--- src/hdl/phy_cfg_pkg.sv ---
package phy_cfg_pkg;

   // bus geometry: byte address, one word per register
   localparam int          ADDR_W        = 10;
   localparam int          DATA_W        = 32;

   // register indices; byte address is four times the index
   localparam logic [7:0]  IDX_EN_SET    = 8'h8C;
   localparam logic [7:0]  IDX_EN_CLR    = 8'h8D;
   localparam logic [7:0]  IDX_CFG       = 8'h8E;
   localparam logic [7:0]  IDX_IRQ_STAT  = 8'hA0;
   localparam logic [7:0]  IDX_IRQ_MASK  = 8'hA1;
   localparam logic [7:0]  IDX_DETECT    = 8'hA2;

   // shared enable register: reset value and writable bits
   localparam logic [7:0]  EN_RESET      = 8'h40;
   localparam logic [7:0]  EN_WMASK      = 8'h7F;
   localparam int          EN_RESUME     = 6;
   localparam int          EN_ID_OPEN    = 5;
   localparam int          EN_ID_RES     = 4;
   localparam int          EN_SESS_TMR   = 3;
   localparam int          EN_VBUS_RISE  = 2;
   localparam int          EN_VBUS_FALL  = 1;
   localparam int          EN_BATT       = 0;

   // adapter and frame clock configuration
   localparam logic [7:0]  CFG_RESET     = 8'h00;
   localparam int          CFG_B         = 7;
   localparam int          CFG_A         = 6;
   localparam int          CFG_SOF       = 5;

   // interrupt status and mask layout
   localparam int          IRQ_W         = 6;
   localparam logic [5:0]  IRQ_RESET     = 6'h00;
   localparam int          IRQ_ID_OPEN   = 0;
   localparam int          IRQ_ID_RES    = 1;
   localparam int          IRQ_VBUS_RISE = 2;
   localparam int          IRQ_VBUS_FALL = 3;
   localparam int          IRQ_BATT      = 4;
   localparam int          IRQ_SESS_TMR  = 5;

   // raw detector levels arriving from the analog side
   typedef struct packed {
      logic id_float;
      logic adapter_a_resistance;
      logic adapter_b_resistance;
      logic a_side_vbus_valid;
      logic session_valid;
      logic id_grounded;
      logic vbus_monitor;
      logic battery_monitor;
      logic session_timer_timeout;
   } detect_pins_t;

   // commands and strobes from the link-side logic, same clock
   typedef struct packed {
      logic vbus_charge_cmd;
      logic vbus_discharge_cmd;
      logic drive_vbus_cmd;
      logic hs_sof_strobe;
      logic resume_k_detect;
   } link_cmd_t;

   // line-state bits placed into receive command bytes
   typedef struct packed {
      logic a_side_vbus_valid;
      logic session_valid;
      logic id_grounded;
      logic alt_int;
   } rxcmd_report_t;

endpackage : phy_cfg_pkg

--- src/hdl/level_sync.sv ---
`timescale 1ns/100ps
// two-stage synchroniser for a bundle of independent levels
module level_sync #(
   parameter int WIDTH = 1
) (
   input  wire logic             ref_clk,
   input  wire logic             rstn,
   input  wire logic [WIDTH-1:0] async_in,
   output logic      [WIDTH-1:0] sync_out
);

   logic [WIDTH-1:0] meta;   // first stage, read only by the second

   // each bit crosses alone; no multi-bit coherence is promised
   always_ff @(posedge ref_clk or negedge rstn) begin
      if (!rstn) begin
         meta     <= '0;
         sync_out <= '0;
      end else begin
         meta     <= async_in;
         sync_out <= meta;
      end
   end

endmodule : level_sync

--- src/hdl/adapter_frame_regs.sv ---
// Design decision made here: the Avalon-MM slave port.
`timescale 1ns/100ps
// Overview of operation
// RQ1: enable set access at index 8C, seven bits
// RQ2: enable clear access at index 8D, same layout
// RQ3: ones set or clear; both read enable
// RQ4: config register at 8E, resets zero
// RQ5: B adapter masks VBUS plug detection forwarding
// RQ6: B adapter reports VBUS and session zero
// RQ7: B adapter disables SRP pulls, commands kept
// RQ8: B config off leaves VBUS reporting alone
// RQ9: A adapter reports ID as grounded
// RQ10: A adapter deasserts power switch output
// RQ11: A config off changes nothing
// RQ12: frame clock driven only when enabled
// RQ13: frame clock toggles per HS SOF
// RQ14: ID float transition sends receive command
// RQ15: adapter resistance sends alt_int receive command
// RQ16: watchdog starts on resume K when enabled
module adapter_frame_regs (
   // clock and reset
   input  wire logic                        ref_clk,
   input  wire logic                        rstn,
   // register bus
   input  wire logic [phy_cfg_pkg::ADDR_W-1:0] avs_address,
   input  wire logic                        avs_read,
   input  wire logic                        avs_write,
   input  wire logic [phy_cfg_pkg::DATA_W-1:0] avs_writedata,
   output logic      [phy_cfg_pkg::DATA_W-1:0] avs_readdata,
   output logic                             avs_waitrequest,
   // analog detectors and link commands
   input  wire phy_cfg_pkg::detect_pins_t   detect_pins,
   input  wire phy_cfg_pkg::link_cmd_t      link_cmd,
   // toward link and pins
   output phy_cfg_pkg::rxcmd_report_t       rxcmd_report,
   output logic                             rxcmd_send,
   output logic                             srp_pullup,
   output logic                             srp_pulldown,
   output logic                             power_switch_out,
   output logic                             sof_clock_out,
   output logic                             resume_watchdog_start,
   output logic                             irq
);

   // whole state of the block
   typedef struct packed {
      // bus side
      logic                          waitrequest;
      logic [31:0]                   readdata;
      // software registers
      logic [7:0]                    enable;
      logic [7:0]                    cfg;
      logic [5:0]                    irq_status;
      logic [5:0]                    irq_mask;
      // detector history, outputs
      phy_cfg_pkg::detect_pins_t     pins_q;
      phy_cfg_pkg::rxcmd_report_t    report;
      logic                          rxcmd_send;
      logic                          srp_pullup;
      logic                          srp_pulldown;
      logic                          power_switch_out;
      logic                          sof_clock_out;
      logic                          resume_start;
      logic                          irq;
   } state_t;
   // every output is a bit of cur

   state_t                      cur;         // registered state
   state_t                      next_state;  // value for next edge
   phy_cfg_pkg::detect_pins_t   pins;        // synchronised detectors
   // bus decode
   logic                        req;         // read or write pending
   logic                        wr_take;     // write committed this edge
   // adapter and event terms
   logic                        bmask;       // B adapter condition
   logic                        amask;       // A adapter condition
   logic                        open_evt;    // ID float edge, enabled
   logic                        res_evt;     // resistor change, enabled
   logic [5:0]                  events;      // enabled interrupt events
   logic [5:0]                  clr_bits;    // write-one-to-clear bits
   phy_cfg_pkg::rxcmd_report_t  rep;         // report being built

   // register index from a byte address
   function automatic logic [7:0] reg_index(input logic [9:0] addr);
      reg_index = addr[9:2];
   endfunction : reg_index

   // detector levels come from another domain
   // width follows the struct
   level_sync #(
      .WIDTH ($bits(phy_cfg_pkg::detect_pins_t))
   ) u_sync (
      .ref_clk  (ref_clk),
      .rstn     (rstn),
      .async_in (detect_pins),
      .sync_out (pins)
   );

   // next-state logic for bus, events, report and pins
   always_comb begin
      // default: hold state
      next_state = cur;
      req        = avs_read | avs_write;
      wr_take    = avs_write & ~cur.waitrequest;
      clr_bits   = 6'h00;

      // one wait cycle per access; read data loaded while waiting
      next_state.waitrequest = ~(req & cur.waitrequest);
      if (req & cur.waitrequest) begin
         unique case (reg_index(avs_address))
            // same bits at both
            phy_cfg_pkg::IDX_EN_SET,
            phy_cfg_pkg::IDX_EN_CLR: begin
               next_state.readdata = {24'h000000, cur.enable}; // RQ3
            end
            // config byte
            phy_cfg_pkg::IDX_CFG: begin
               next_state.readdata = {24'h000000, cur.cfg};
            end
            // sticky events
            phy_cfg_pkg::IDX_IRQ_STAT: begin
               next_state.readdata = {26'h0000000, cur.irq_status};
            end
            // mask
            phy_cfg_pkg::IDX_IRQ_MASK: begin
               next_state.readdata = {26'h0000000, cur.irq_mask};
            end
            // synced levels
            phy_cfg_pkg::IDX_DETECT: begin
               next_state.readdata = {23'h000000, pins};
            end
            // unmapped reads answer zero
            default: begin
               next_state.readdata = 32'h00000000;
            end
         endcase
      end

      // writes land at the edge where the master sees waitrequest low
      if (wr_take) begin
         unique case (reg_index(avs_address))
            // ones set bits
            phy_cfg_pkg::IDX_EN_SET: begin
               next_state.enable = cur.enable | (avs_writedata[7:0] & phy_cfg_pkg::EN_WMASK); // RQ1
            end
            // ones clear bits
            phy_cfg_pkg::IDX_EN_CLR: begin
               next_state.enable = cur.enable & ~(avs_writedata[7:0] & phy_cfg_pkg::EN_WMASK); // RQ2
            end
            // all bits stored
            phy_cfg_pkg::IDX_CFG: begin
               next_state.cfg = avs_writedata[7:0]; // RQ4
            end
            // one clears
            phy_cfg_pkg::IDX_IRQ_STAT: begin
               clr_bits = avs_writedata[5:0];
            end
            // mask store
            phy_cfg_pkg::IDX_IRQ_MASK: begin
               next_state.irq_mask = avs_writedata[5:0];
            end
            // unmapped or read-only: write dropped
            default: begin
               clr_bits = 6'h00;
            end
         endcase
      end

      // adapter conditions need both the config bit and the detector
      bmask = cur.cfg[phy_cfg_pkg::CFG_B] & pins.adapter_b_resistance; // RQ5
      amask = cur.cfg[phy_cfg_pkg::CFG_A] & pins.adapter_a_resistance; // RQ9

      // edge detection against last cycle's synchronised levels
      open_evt = cur.enable[phy_cfg_pkg::EN_ID_OPEN] & (pins.id_float ^ cur.pins_q.id_float); // RQ14
      res_evt  = cur.enable[phy_cfg_pkg::EN_ID_RES]
               & ((pins.adapter_a_resistance | pins.adapter_b_resistance)
               ^ (cur.pins_q.adapter_a_resistance | cur.pins_q.adapter_b_resistance));
      events = 6'h00;
      events[phy_cfg_pkg::IRQ_ID_OPEN]   = open_evt;
      events[phy_cfg_pkg::IRQ_ID_RES]    = res_evt;
      // vbus edges by direction
      events[phy_cfg_pkg::IRQ_VBUS_RISE] = cur.enable[phy_cfg_pkg::EN_VBUS_RISE]
                                         & pins.vbus_monitor & ~cur.pins_q.vbus_monitor;
      events[phy_cfg_pkg::IRQ_VBUS_FALL] = cur.enable[phy_cfg_pkg::EN_VBUS_FALL]
                                         & ~pins.vbus_monitor & cur.pins_q.vbus_monitor;
      // battery change either way
      events[phy_cfg_pkg::IRQ_BATT]      = cur.enable[phy_cfg_pkg::EN_BATT]
                                         & (pins.battery_monitor ^ cur.pins_q.battery_monitor);
      // timer expiry, rise only
      events[phy_cfg_pkg::IRQ_SESS_TMR]  = cur.enable[phy_cfg_pkg::EN_SESS_TMR]
                                         & pins.session_timer_timeout & ~cur.pins_q.session_timer_timeout;

      // a new event beats a clear in the same cycle
      next_state.irq_status = (cur.irq_status & ~clr_bits) | events;
      next_state.irq        = |(next_state.irq_status & next_state.irq_mask);
      next_state.pins_q     = pins;

      // report bits; masking also hides VBUS changes from the link
      rep.a_side_vbus_valid = pins.a_side_vbus_valid & ~bmask; // RQ6 RQ8
      rep.session_valid     = pins.session_valid & ~bmask;     // RQ6 RQ8
      rep.id_grounded       = pins.id_grounded | amask;        // RQ9 RQ11
      rep.alt_int           = cur.enable[phy_cfg_pkg::EN_ID_RES]
                            & (pins.adapter_a_resistance | pins.adapter_b_resistance); // RQ15
      next_state.report     = rep;

      // any visible change, or an enabled ID event, sends a command
      next_state.rxcmd_send = (rep != cur.report) | open_evt | res_evt; // RQ14 RQ15

      // stored charge commands untouched; only the pulls are gated
      next_state.srp_pullup   = link_cmd.vbus_charge_cmd & ~bmask;    // RQ7
      next_state.srp_pulldown = link_cmd.vbus_discharge_cmd & ~bmask; // RQ7

      // charger already supplies VBUS, so do not fight it
      next_state.power_switch_out = link_cmd.drive_vbus_cmd & ~amask; // RQ10 RQ11

      // frame clock: half a period per SOF, parked low when off
      if (!cur.cfg[phy_cfg_pkg::CFG_SOF]) begin
         next_state.sof_clock_out = 1'b0; // RQ12
      end else if (link_cmd.hs_sof_strobe) begin
         next_state.sof_clock_out = ~cur.sof_clock_out; // RQ13
      end
      // pulse one edge after K
      next_state.resume_start = cur.enable[phy_cfg_pkg::EN_RESUME] & link_cmd.resume_k_detect; // RQ16
   end

   // single state register
   always_ff @(posedge ref_clk or negedge rstn) begin
      if (!rstn) begin
         // constants only
         cur                  <= '0;
         cur.waitrequest      <= 1'b1;
         cur.enable           <= phy_cfg_pkg::EN_RESET;
         cur.cfg              <= phy_cfg_pkg::CFG_RESET; // RQ4
         cur.irq_status       <= phy_cfg_pkg::IRQ_RESET;
         cur.irq_mask         <= phy_cfg_pkg::IRQ_RESET;
      end else begin
         cur <= next_state;
      end
   end

   // outputs straight from the state register
   // bus answers
   assign avs_readdata          = cur.readdata;
   assign avs_waitrequest       = cur.waitrequest;

   // link and pin side
   assign rxcmd_report          = cur.report;
   assign rxcmd_send            = cur.rxcmd_send;
   assign srp_pullup            = cur.srp_pullup;
   assign srp_pulldown          = cur.srp_pulldown;
   assign power_switch_out      = cur.power_switch_out;
   assign sof_clock_out         = cur.sof_clock_out;
   assign resume_watchdog_start = cur.resume_start;
   assign irq                   = cur.irq;
endmodule : adapter_frame_regs

--- config.mk ---
export PLATFORM = sky130hd
export DESIGN_NAME = adapter_frame_regs
export DESIGN_NICKNAME = d
export VERILOG_FILES = /design/src/hdl/phy_cfg_pkg.sv /design/src/hdl/level_sync.sv /design/src/hdl/adapter_frame_regs.sv
export SDC_FILE = /design/constraint.sdc
export NUM_CORES = 1
export LEC_CHECK = 0
export BUFFER_PORTS_ARGS = -buffer_cell sky130_fd_sc_hd__buf_2
export CELL_PAD_IN_SITES_DETAIL_PLACEMENT = 0
export CELL_PAD_IN_SITES_GLOBAL_PLACEMENT = 1
export CORE_UTILIZATION = 41
export CTS_BUF_LIST = sky130_fd_sc_hd__clkbuf_16
export DETAILED_ROUTE_END_ITERATION = 8
export PLACE_DENSITY = 0.81
export SYNTH_ARGS = -nofsm -noshare
export SYNTH_HDL_FRONTEND = slang
export SYNTH_SLANG_ARGS = --single-unit
--- constraint.sdc ---
create_clock -name ref_clk -period 6.4 [get_ports ref_clk]
set_input_delay 0.96 -clock ref_clk [delete_from_list [all_inputs] [get_ports ref_clk]]
set_output_delay 0.96 -clock ref_clk [all_outputs]
set_load 0.02 [all_outputs]
; ---- Word level (Yosys, flattened, before mapping)
; Cells that the tools add are included.
[word_totals]
in_bits = 60
rom_bits = 0
latch_bits = 0
ramBits = 0
mem_count = 0
word_cells = 90
reg_bits = 96
output_inout_bits = 44
[classes]
bitwise = 44
eq_ne = 8
shift = 0
mux = 8
order_cmp = 0
mul = 0
n_div = 0
add_sub_neg = 0
reduce_logical = 5
[ops]
columns = op, n
row1 = 8-bit equality test (second input constant), 6
row2 = 9-bit one-hot mux with 5 select lines, 1
row3 = 6-bit two-way mux, 4
row4 = 1-bit AND, 20
row5 = 8-bit one-hot mux with 2 select lines, 1
row6 = 6-bit AND, 2
row7 = 8-bit AND, 1
row8 = 1-bit inverter, 8
row9 = 7-bit inverter with 8-bit output, 1
row10 = 8-bit by 7-bit bitwise OR with 8-bit output, 1
row11 = 6-bit inverter, 1
row12 = 1-bit bitwise OR, 6
row13 = 6-bit bitwise OR, 1
row14 = 6-bit OR reduction, 1
row15 = 4-bit inequality test, 1
row16 = 2-bit AND reduction, 2
row17 = 1-bit XOR, 3
row18 = 1-bit two-way mux, 2
row19 = 2-bit inequality test (second input constant), 1
row20 = 2-bit nonzero test, 1
row21 = 2-bit OR reduction, 1

; ---- Longest topological paths before layout
; Gate-level depths: netlist of the first run.
[logic_depth]
ltp_word = 8
mapped_depth = 7
mapped_depth_nobuf = 5

; ---- Modules after synthesis
; A second synthesis of the first run with hierarchy kept.
[hier_totals]
cells_unflattened = 260
hier_area_um2 = 3146.8
[by_module_without_submodules]
columns = module, n_inst, cells_each, area_per_inst_um2, seq_area_each_um2
row1 = adapter_frame_regs, 1, 242, 2696.3, 1353.8
row2 = level_sync, 1, 18, 450.4, 450.4

; ---- Least setup slack after synthesis of the first run
; No wires, ideal clock.
[synth_path]
kind = in2reg
from = input port avs_address[2] (netlist bit)
to = register cur, in the netlist irq
path_buffers = 1
required_time_ns = 6.261
setup_ns = 0.139
path_slack_ns = 3.274
stages = 6
arrival_time_ns = 2.987
path_cell_list = buf_2 -> or4b_4 -> or3_1 -> a221o_1 -> a22o_1 -> or4_1
[synth_lines]
columns = item, line
row1 = start: declaration, adapter_frame_regs.sv:25  ; input wire logic [phy_cfg_pkg::ADDR_W-1:0] avs_address,
row2 = end signal: assignment, adapter_frame_regs.sv:237  ; cur <= next_state;
row3 = end: declaration, adapter_frame_regs.sv:68  ; state_t cur;

; ---- Final worst setup path of the first run
[layout_path]
from = input port avs_address[6] (netlist bit)
to = register cur[32] (netlist bit)
[layout_between]
elab_chain_len = 2
[layout_rtl]
columns = item, line
row1 = 8-bit equality test, adapter_frame_regs.sv:141  ; unique case (reg_index(avs_address))
row2 = 2-bit AND reduction (no source line), -
; No other way between the ends.
; A chain may end at the register's enable or synchronous reset.

==> results of run 1 <==
[worst max path at each step]
| stage | from | to | cells after the start |
|---|---|---|---|
| global placement | avs_address[6] | cur[33]$_DFFE_PN0P_ | 5 |
| global route | avs_address[6] | cur[35]$_DFFE_PN0P_ | 5 |
| detailed placement | avs_address[6] | cur[33]$_DFFE_PN0P_ | 5 |
| floorplan | avs_address[2] | irq$_DFF_PN0_ | 6 |
| finish | avs_address[6] | cur[32]$_DFFE_PN0P_ | 5 |
| CTS | avs_address[6] | cur[33]$_DFFE_PN0P_ | 5 |
[layer usage]
| layer | routed length (µm) | part of all wire [%] |
|---|---|---|
| met5 | 0 | 0 |
| met1 | 2850 | 47 |
| met2 | 2800 | 46 |
| met4 | 52 | 0.85 |
| met3 | 405 | 6.6 |
[report_power, final]
| part | total (mW) | internal, mW | switching [mW] |
|---|---|---|---|
| Clock | 0.504 | 0.334 | 0.170 |
| Sequential | 0.483 | 0.473 | 0.0100 |
| Combinational | 0.0781 | 0.0247 | 0.0534 |
[cell families after synthesis]
kind of cell	share of synthesized area, %
flip-flops	57.4
AND/OR/NAND/NOR	10.2
buffers and inverters	11.7
AO/OA/AOI/OAI	9.60
multiplexers	9.28
XOR/XNOR	1.67
other	0.119
[cell usage in the layout (no fill, tap or decap), drive strengths merged, types with 3 or more instances in the layout]
cell,n
a21boi,3
clkbuf,9
o41ai,3
conb,23
mux2,14
inv,15
a222oi,5
a21oi,3
dfrtp,70
clkinv,3
o21ai,22
mux2i,13
and2,6
buf,56
xor2,5
nand2,33
a22o,3
nor2,5
[flip-flops by register name, indices dropped and copies added, names as in the netlist, 4 cells and up, named ones only]
name and cells:
u_sync.sync_out 9, avs_readdata 9, rxcmd_report 4, cur 26, u_sync.meta 9
[cell type report]
class	instances	area (µm²)
clock buffer	9	225
fill	686	3710
inverter	13	48.8
multi-input combinational	163	1050
timing repair buffer	56	285
sequential	72	1800
tap	99	124
clock inverter	7	78.8
[stage by stage]
stage               util (%)  power (mW)  cell area [µm²]  worst slack (ps)  instances
floorplan                  -       0.548             3220              3270        294
detailed placement      45.2       0.569             3310              2840        403
CTS                     49.4        1.08             3620              3190        419
finish                  49.4        1.06             3620              3140        419
global route            49.4        1.11             3620              3080        419
global placement        45.2       0.568             3310              2870        403
==> results.txt, run 1 <==
CTS clk-pin slew, worst paths = 50 ps
Initial core utilization = 42.9%
Final period utilization = 50.9%
CP top delay family = simple AND/OR/NAND/NOR gates
Worst R2R End = irq$_DFF_PN0_
Maximum vdd drop = 0.000137 V
Cell with the most instances after synthesis = dfrtp_1
Antenna fix cells = 0
Fin Clk Skew = 5.85 ps
Std-Cell Rows = 31
Clock buffer depth = 2
Postcts setup bufs = 0
Sequential area share after synthesis = 57.4%
# IOs = 104
Pleak = 1.83 nW
Busiest layer in global routing = met2
CP peak stage delay = 890 ps
Async S/R FF share, synth = 100%
Die H = 89.5 µm
CTS tree = yes
Post-synth top area share = 55.8%
Register-to-register setup slack = 3770 ps
GRT met2 Usage = 24.7%
Total CTS buffers = 9
Synthesis Warnings = 0
Post-Synthesis Cells = 272
Max FO, Critical Path = 9
Critical path's slowest cell = nor4_2
Minimum clock period = 3260 ps
Setup violators final = 0
CP Data Arrival Time = 3470 ps
Avg Cell Area, Syn = 11.6 µm²
Remaining Overflow, GRT = 0
Layout cells sized above 1 = 26.6%
Worst-Margin Slew = 980 ps
Critical path endpoint category = flop
I/O Buffers = 54
P&R area growth vs syn = 15.2%
Setup TNS = 0 ps
Met3 Use GR = 5.36%
Number of global-route vias before repair = 1926
Outcome = complete, no violations
Worst hold stages = 0
Skew-Pair Late Insertion Delay = 320 ps
Post-synth EDFFs = 0
Post-CTS Resized = 0
Setup crit start kind = primary input
Worst endpoint required time = 6610 ps
Final antenna-violating net count = 0
Routed length per instance = 14.6 µm
Fin. max-slew vios = 0
DP Wirelength = 4.15 mm
Largest net degree at the start of global routing = 73
RSZ-0062 raised after global routing = false
Die footprint = 0.00802 mm²
Main synth FF type = dfrtp_1
Met1 GRT Util = 24.6%
First-pass GRT wire length = 9.89 mm
Cell taking the most area after synthesis = dfrtp_1
Final Net Count = 375
Top post-synthesis cells by area = dfrtp_1 (56%), buf_4 (8.6%), mux2_2 (4.7%)
CP cell instances = buf_2 -> or3b_1 -> nor4_2 -> and3b_1 -> mux2_2
PwrDens = 294 mW/mm²
Clk sink count = 72
FF-to-FF path depth = 5
RD Place Congestion = 0.795
Hold Vio Cnt, Final = 0
Worst hold path class = flop to flop
WP buf/inv = 1
Peak Freq = 307 MHz
WS Path Type = primary input to flop
Hold Buf Count CTS = 0
Chip width = 89.5 µm
Post-synth top cells = dfrtp_1 (70), buf_4 (36), nand2_1 (33), o21ai_0 (21)
Overall routed net length = 6.11 mm
First-pass DRT Iterations = 4
Hold_sp = u_sync.meta[7]$_DFF_PN0_
#FFs+latches synth = 72
End of the worst hold path = u_sync.sync_out[7]$_DFF_PN0_
DRC = 0
Overall routing resource usage = 17.4%
H-Tree Depth = 3
DR vias/cell = 4.84
1st-iter DRT viols = 181
Core box area = 0.00733 mm²
Post-Syn Area = 0.00314 mm²
Hold_ws = 346 ps
Post-synthesis cell type count = 42
Max-cap violations = 0
R2R Path Start = avs_waitrequest$_DFF_PN1_
Vias after detailed routing = 2026
Initial antenna violation count = 0
Root buf cell = clkbuf_16
Normalized max-slew margin = 34.1%
No activity file was read; power rests on OpenSTA's default activity.
==> run 2: changes to the inputs <==
--- a/config.mk
+++ b/config.mk
@@ -8,10 +8,10 @@
 export BUFFER_PORTS_ARGS = -buffer_cell sky130_fd_sc_hd__buf_2
 export CELL_PAD_IN_SITES_DETAIL_PLACEMENT = 0
 export CELL_PAD_IN_SITES_GLOBAL_PLACEMENT = 1
-export CORE_UTILIZATION = 41
+export CORE_UTILIZATION = 35
 export CTS_BUF_LIST = sky130_fd_sc_hd__clkbuf_16
 export DETAILED_ROUTE_END_ITERATION = 8
-export PLACE_DENSITY = 0.81
+export PLACE_DENSITY = 0.73
 export SYNTH_ARGS = -nofsm -noshare
 export SYNTH_HDL_FRONTEND = slang
 export SYNTH_SLANG_ARGS = --single-unit
==> constraint.sdc (replaced) <==
create_clock -name ref_clk -period 2.9 [get_ports ref_clk]
set_input_delay 0.435 -clock ref_clk [delete_from_list [all_inputs] [get_ports ref_clk]]
set_output_delay 0.435 -clock ref_clk [all_outputs]
set_load 0.02 [all_outputs]
==> results.txt, run 2 (synthesis gave the netlist of run 1 again) <==
Initial core utilization = 36.0% (-6.8 points)
Chip width = 96.7 µm (+8.1%)
Clock buffer depth = 2 (unchanged)
Initial antenna violation count = 0 (unchanged)
Post-CTS Resized = 0 (unchanged)
Leading cell type in the layout, fill and taps excluded = dfrtp_1
Final antenna-violating net count = 0 (unchanged)
Overall routed net length = 6.40 mm (+4.7%)
Critical path endpoint category = flop
H-Tree Depth = 3 (unchanged)
First-pass GRT wire length = 10.4 mm (+5.5%)
WL met1 = 2.90 mm (+2.0%)
Vias after detailed routing = 2054 (+1.4%)
DR vias/cell = 4.71 (-2.6%)
P&R area growth vs syn = 19.6%
CTS clk-pin slew, worst paths = 60 ps (about the same)
Final period utilization = 89.0%
WP buf/inv = 0 (-1)
Die H = 96.7 µm (+8.1%)
Setup TNS = 0 ps (unchanged)
Logic pwr share = 7.1% (-0.2 points)
Largest Register = cur
RD Place Congestion = 0.808 (+1.6%)
Met3 WL = 375 µm (-7.4%)
Top Layer Used = met4
FF-to-FF path depth = 5 (unchanged)
Hold Buf Count CTS = 0 (unchanged)
CP Data Arrival Time = 2770 ps (-700 ps)
# IOs = 104 (unchanged)
Largest net degree at the start of global routing = 73 (unchanged)
Core box area = 0.00872 mm² (+19%)
Clk sink count = 72 (unchanged)
Total CTS buffers = 9 (unchanged)
Largest register FFs = 26 (unchanged)
Die footprint = 0.00936 mm² (+17%)
Fin Clk Skew = 7.37 ps (+1.52 ps)
DRC = 0 (unchanged)
Pleak = 1.90 nW (+3.4%)
DP Wirelength = 4.48 mm (+8.0%)
Internal = 2.03 mW (+140%)
Setup crit start kind = flop
Max-cap violations = 0 (unchanged)
Sw frac = 21.2% (-0.70 points)
Worst hold path class = primary input to async pin
First-pass DRT Iterations = 4 (unchanged)
Worst R2R End = irq$_DFF_PN0_
CP top delay family = simple AND/OR/NAND/NOR gates
Non-Filler Instances = 436 (+4.1%)
Number of global-route vias before repair = 2027 (+5.2%)
Outcome = complete, no violations
Worst-Margin Slew = 663 ps (-318 ps)
Most frequent cells in the layout = dfrtp_1 (70), buf_2 (54), nand2_1 (33)
Fin. max-slew vios = 0 (unchanged)
Hold Vio Cnt, Final = 0 (unchanged)
Seq pwr share = 41.4% (-4.0 points)
Root buf cell = clkbuf_16
Layout cells sized above 1 = 29.3% (+2.7 points)
Overall routing resource usage = 14.8% (-2.6 points)
WS Path Type = flop to flop
Skew-Pair Late Insertion Delay = 330 ps (about the same)
Peak Freq = 387 MHz
Setup violators final = 0 (unchanged)
Minimum clock period = 2580 ps
R2R Path Start = avs_waitrequest$_DFF_PN1_
I/O Buffers = 54 (unchanged)
Final Net Count = 383 (+2.1%)
CP peak stage delay = 540 ps (-350 ps)
PwrDens = 684 mW/mm² (+130%)
Critical path's slowest cell = or4_1
1st-iter DRT viols = 104 (-43%)
Remaining Overflow, GRT = 0 (unchanged)
Std-Cell Rows = 34 (+9.7%)
CP cell instances = or4bb_1 -> or3_1 -> mux2_4 -> a22o_1 -> or4_1
Normalized max-slew margin = 55.7% (+22 points)
Worst endpoint required time = 3090 ps (-3520 ps)
RSZ-0062 raised after global routing = false
WL met2 = 3.02 mm (+7.7%)
DP Cell Count = 420 (+4.2%)
Max FO, Critical Path = 6 (-3)
Sw Pwr = 0.545 mW (+130%)
Maximum vdd drop = 0.000487 V (+250%)
Clock Power Share = 51.5% (+4.2 points)
Register-to-register setup slack = 320 ps (-3450 ps)
Postcts setup bufs = 0 (unchanged)
Hold_ws = 127 ps (-220 ps)
Routed length per instance = 14.7 µm (+0.65%)
CTS tree = yes
Antenna fix cells = 0 (unchanged)
[run 2: final cells by class]
| type | instances | area [µm²] |
|---|---|---|
| clock buffer | 9 | 225 |
| clock inverter | 7 | 135 |
| fill | 811 | 4960 |
| inverter | 13 | 48.8 |
| multi-input combinational | 163 | 1050 |
| sequential | 72 | 1800 |
| tap | 108 | 135 |
| timing repair buffer | 64 | 358 |
[run 2: layer usage]
metal | GRT usage (%) | up-vias
li1 | - | 974
met1 | 19.5 | 1005
met2 | 22.2 | 67
met3 | 4.26 | 8
met4 | 7.35 | 0
met5 | 0 | -
[run 2: metrics by stage]
step	util [%]	instance area [µm²]	power [mW]	setup WS, ps
after floorplan	-	3220	1.21	299
after global placement	39.0	3400	1.26	107
after detailed placement	39.0	3400	1.27	112
after CTS	43.1	3760	2.60	303
after global routing	43.1	3760	2.66	224
final	43.1	3760	2.57	318
[run 2: worst reg2reg max path: stages, from the launching register on]
cell     delay [ps]
dfstp_2         390
or4bb_1         470
or3_1           460
mux2_4          360
a22o_1          230
or4_1           540
[run 2: worst max path at each step]
| stage | to | slack, ps | from | depth (start not counted) |
|---|---|---|---|---|
| 6_report | irq$_DFF_PN0_ | 320 | avs_waitrequest$_DFF_PN1_ | 5 |
| 5_1_grt | irq$_DFF_PN0_ | 220 | avs_waitrequest$_DFF_PN1_ | 5 |
| 4_1_cts | irq$_DFF_PN0_ | 300 | avs_waitrequest$_DFF_PN1_ | 5 |
| 3_5_place_dp | irq$_DFF_PN0_ | 110 | avs_address[7] | 6 |
| 3_3_place_gp | irq$_DFF_PN0_ | 110 | avs_address[5] | 6 |
| 2_1_floorplan | irq$_DFF_PN0_ | 300 | avs_address[2] | 6 |
[run 2: power by group through the flow]
stage | registers (mW) | logic (mW) | clock network, mW
detailed placement | 1.08 | 0.185 | 0
CTS | 1.07 | 0.186 | 1.35
global placement | 1.08 | 0.183 | 0
global route | 1.07 | 0.203 | 1.39
finish | 1.07 | 0.182 | 1.32
floorplan | 1.09 | 0.123 | 0
==> run 3: changes to the inputs <==
--- a/config.mk
+++ b/config.mk
@@ -11,7 +11,7 @@
 export CORE_UTILIZATION = 35
 export CTS_BUF_LIST = sky130_fd_sc_hd__clkbuf_16
 export DETAILED_ROUTE_END_ITERATION = 8
-export PLACE_DENSITY = 0.73
+export PLACE_DENSITY_LB_ADDON = 0.1
 export SYNTH_ARGS = -nofsm -noshare
 export SYNTH_HDL_FRONTEND = slang
 export SYNTH_SLANG_ARGS = --single-unit
==> results.txt, run 3 (synthesis gave the netlist of run 1 again) <==
Initial core utilization = 36.0% (unchanged)
DP Area = 0.00342 mm² (+0.52%)
WS Path Type = flop to flop
Seq pwr share = 44.3% (+2.9 points)
Fin. max-slew vios = 0 (unchanged)
Antenna fix cells = 0 (unchanged)
Setup crit end = irq$_DFF_PN0_
Most frequent cells in the layout = dfrtp_1 (70), buf_2 (54), nand2_1 (33)
CP peak stage delay = 500 ps (-40 ps)
RD Place Congestion = 0.741 (-8.3%)
DR vias/cell = 4.68 (-0.67%)
RSZ-0062 raised after global routing = false
Peak Freq = 392 MHz (+1.1%)
Sw frac = 23.0% (+1.8 points)
Clock buffer depth = 2 (unchanged)
Minimum clock period = 2550 ps (-29.2 ps)
Area of the multi-input gates = 0.00105 mm² (unchanged)
Std-Cell Rows = 34 (unchanged)
Remaining Overflow, GRT = 0 (unchanged)
CP Data Arrival Time = 2740 ps (-30 ps)
Worst hold path class = primary input to async pin
Reg area = 0.00180 mm² (unchanged)
Design Area, Final = 0.00373 mm² (-0.80%)
Register-to-register setup slack = 350 ps (+30 ps)
Setup TNS = 0 ps (unchanged)
Critical path's slowest cell = or4_1
CTS clk-pin slew, worst paths = 50 ps (about the same)
Root buf cell = clkbuf_16
CP cell instances = or4bb_1 -> or3_1 -> buf_4 -> mux2_2 -> a21boi_0 -> or4_1
Skew-Pair Late Insertion Delay = 330 ps (about the same)
H-Tree Depth = 3 (unchanged)
Die footprint = 0.00936 mm² (unchanged)
DP Cell Count = 424 (+0.95%)
Pwr Total = 2.40 mW (-6.5%)
Critical path origin = avs_waitrequest$_DFF_PN1_
Final period utilization = 88.0% (-1.0 points)
Overall routed net length = 6.71 mm (+4.8%)
Overall routing resource usage = 15.7% (+0.93 points)
Clk sink count = 72 (unchanged)
Critical path endpoint category = flop
Core box area = 0.00872 mm² (unchanged)
Hold Vio Cnt, Final = 0 (unchanged)
Postcts setup bufs = 0 (unchanged)
Chip width = 96.7 µm (unchanged)
Final antenna-violating net count = 0 (unchanged)
Worst R2R End = irq$_DFF_PN0_
Maximum vdd drop = 0.000355 V (-27%)
Routed length per instance = 15.2 µm (+3.9%)
Total CTS buffers = 9 (unchanged)
Clock Power Share = 48.0% (-3.5 points)
DRC = 0 (unchanged)
Worst endpoint required time = 3090 ps (about the same)
FF-to-FF path depth = 6 (+1)
PwrDens = 645 mW/mm² (-5.7%)
Fillcell total = 860 (+6.0%)
Hold Buf Count CTS = 0 (unchanged)
I/O Buffers = 54 (unchanged)
Pleak = 1.90 nW (about the same)
DP Wirelength = 4.88 mm (+8.8%)
Leading cell type in the layout, fill and taps excluded = dfrtp_1
Final Net Count = 387 (+1.0%)
Max FO, Critical Path = 6 (unchanged)
Layout cells sized above 1 = 30.4% (+1.2 points)
Normalized max-slew margin = 52.7% (-3.0 points)
Max-cap violations = 0 (unchanged)
# IOs = 104 (unchanged)
Setup crit start kind = flop
Sw Pwr = 0.553 mW (+1.4%)
Worst-Margin Slew = 709 ps (+46.5 ps)
Internal = 1.85 mW (-8.6%)
1st-iter DRT viols = 121 (+16%)
Outcome = complete, no violations
Largest register FFs = 26 (unchanged)
P&R area growth vs syn = 18.7%
R2R Path Start = avs_waitrequest$_DFF_PN1_
Die H = 96.7 µm (unchanged)
Setup violators final = 0 (unchanged)
Number of global-route vias before repair = 2030 (+0.15%)
Post-CTS Resized = 0 (unchanged)
Largest net degree at the start of global routing = 30 (-59%)
Non-Filler Instances = 440 (+0.92%)
CTS tree = yes
Largest Register = cur
First-pass GRT wire length = 11.0 mm (+5.8%)
Fin Clk Skew = 4.89 ps (-2.48 ps)
Initial antenna violation count = 0 (unchanged)
Logic pwr share = 7.7% (+0.6 points)
First-pass DRT Iterations = 5 (+1)
Vias after detailed routing = 2059 (+0.24%)
## run 3: cell count changes in the layout (fill, tap and decap cells not counted)
| cell | change |
|---|---|
| clkinv_4 | +1 |
| buf_12 | -1 |
| bufinv_16 | -2 |
| clkinv_2 | +3 |
| clkinvlp_4 | -1 |
| buf_4 | +5 |
| clkinv_1 | -1 |
## run 3: worst max-delay path, delay by kind of cell, from the launching register on
family | cells | cell delay (ps)
compound gates | 1 | 130
mux | 1 | 270
flops | 1 | 390
buf+inv | 1 | 210
simple gates | 3 | 1420
## run 3: layer usage
layer	GRT usage [%]	vias up	routed length (µm)
met5	0	-	0
li1	-	986	-
met3	3.18	11	296
met1	22.6	997	3240
met4	7.81	0	143
met2	22.4	65	3030
## run 3: power by group through the flow
| stage | registers [mW] | logic, mW | clock network (mW) |
|---|---|---|---|
| after global placement | 1.08 | 0.188 | 0 |
| after global routing | 1.07 | 0.208 | 1.23 |
| final | 1.06 | 0.185 | 1.15 |
| after detailed placement | 1.08 | 0.188 | 0 |
| after floorplan | 1.09 | 0.123 | 0 |
| after CTS | 1.06 | 0.189 | 1.19 |
## run 3: worst min path at each step
| stage | from | to | slack (ps) | cells after the start |
|---|---|---|---|---|
| after floorplan | rstn | async pin | 140 | 0 |
| after global placement | u_sync.meta[8]$_DFF_PN0_ | u_sync.sync_out[8]$_DFF_PN0_ | 330 | 0 |
| after detailed placement | u_sync.meta[7]$_DFF_PN0_ | u_sync.sync_out[7]$_DFF_PN0_ | 340 | 0 |
| after CTS | rstn | avs_readdata[0]$_DFFE_PN0P_ | 180 | 1 |
| after global routing | detect_pins[3] | u_sync.meta[3]$_DFF_PN0_ | 200 | 1 |
| final | rstn | sof_clock_out$_DFFE_PN0P_ | 160 | 1 |
## run 3: through the flow
stage          util (%)  worst slack [ps]  hold slack, ps
2_1_floorplan         -               299             139
3_3_place_gp       39.2               121             332
3_5_place_dp       39.2               137             336
4_1_cts            42.8               332             183
5_1_grt            42.8               245             197
6_report           42.8               347             159
## run 3: final cells by class
cell class / count / share of cell area, %
tap: 108 / 3.62
clock buffer: 9 / 6.04
sequential: 72 / 48.4
multi-input combinational: 163 / 28.2
timing repair buffer: 68 / 10.1
clock inverter: 7 / 2.35
inverter: 13 / 1.31
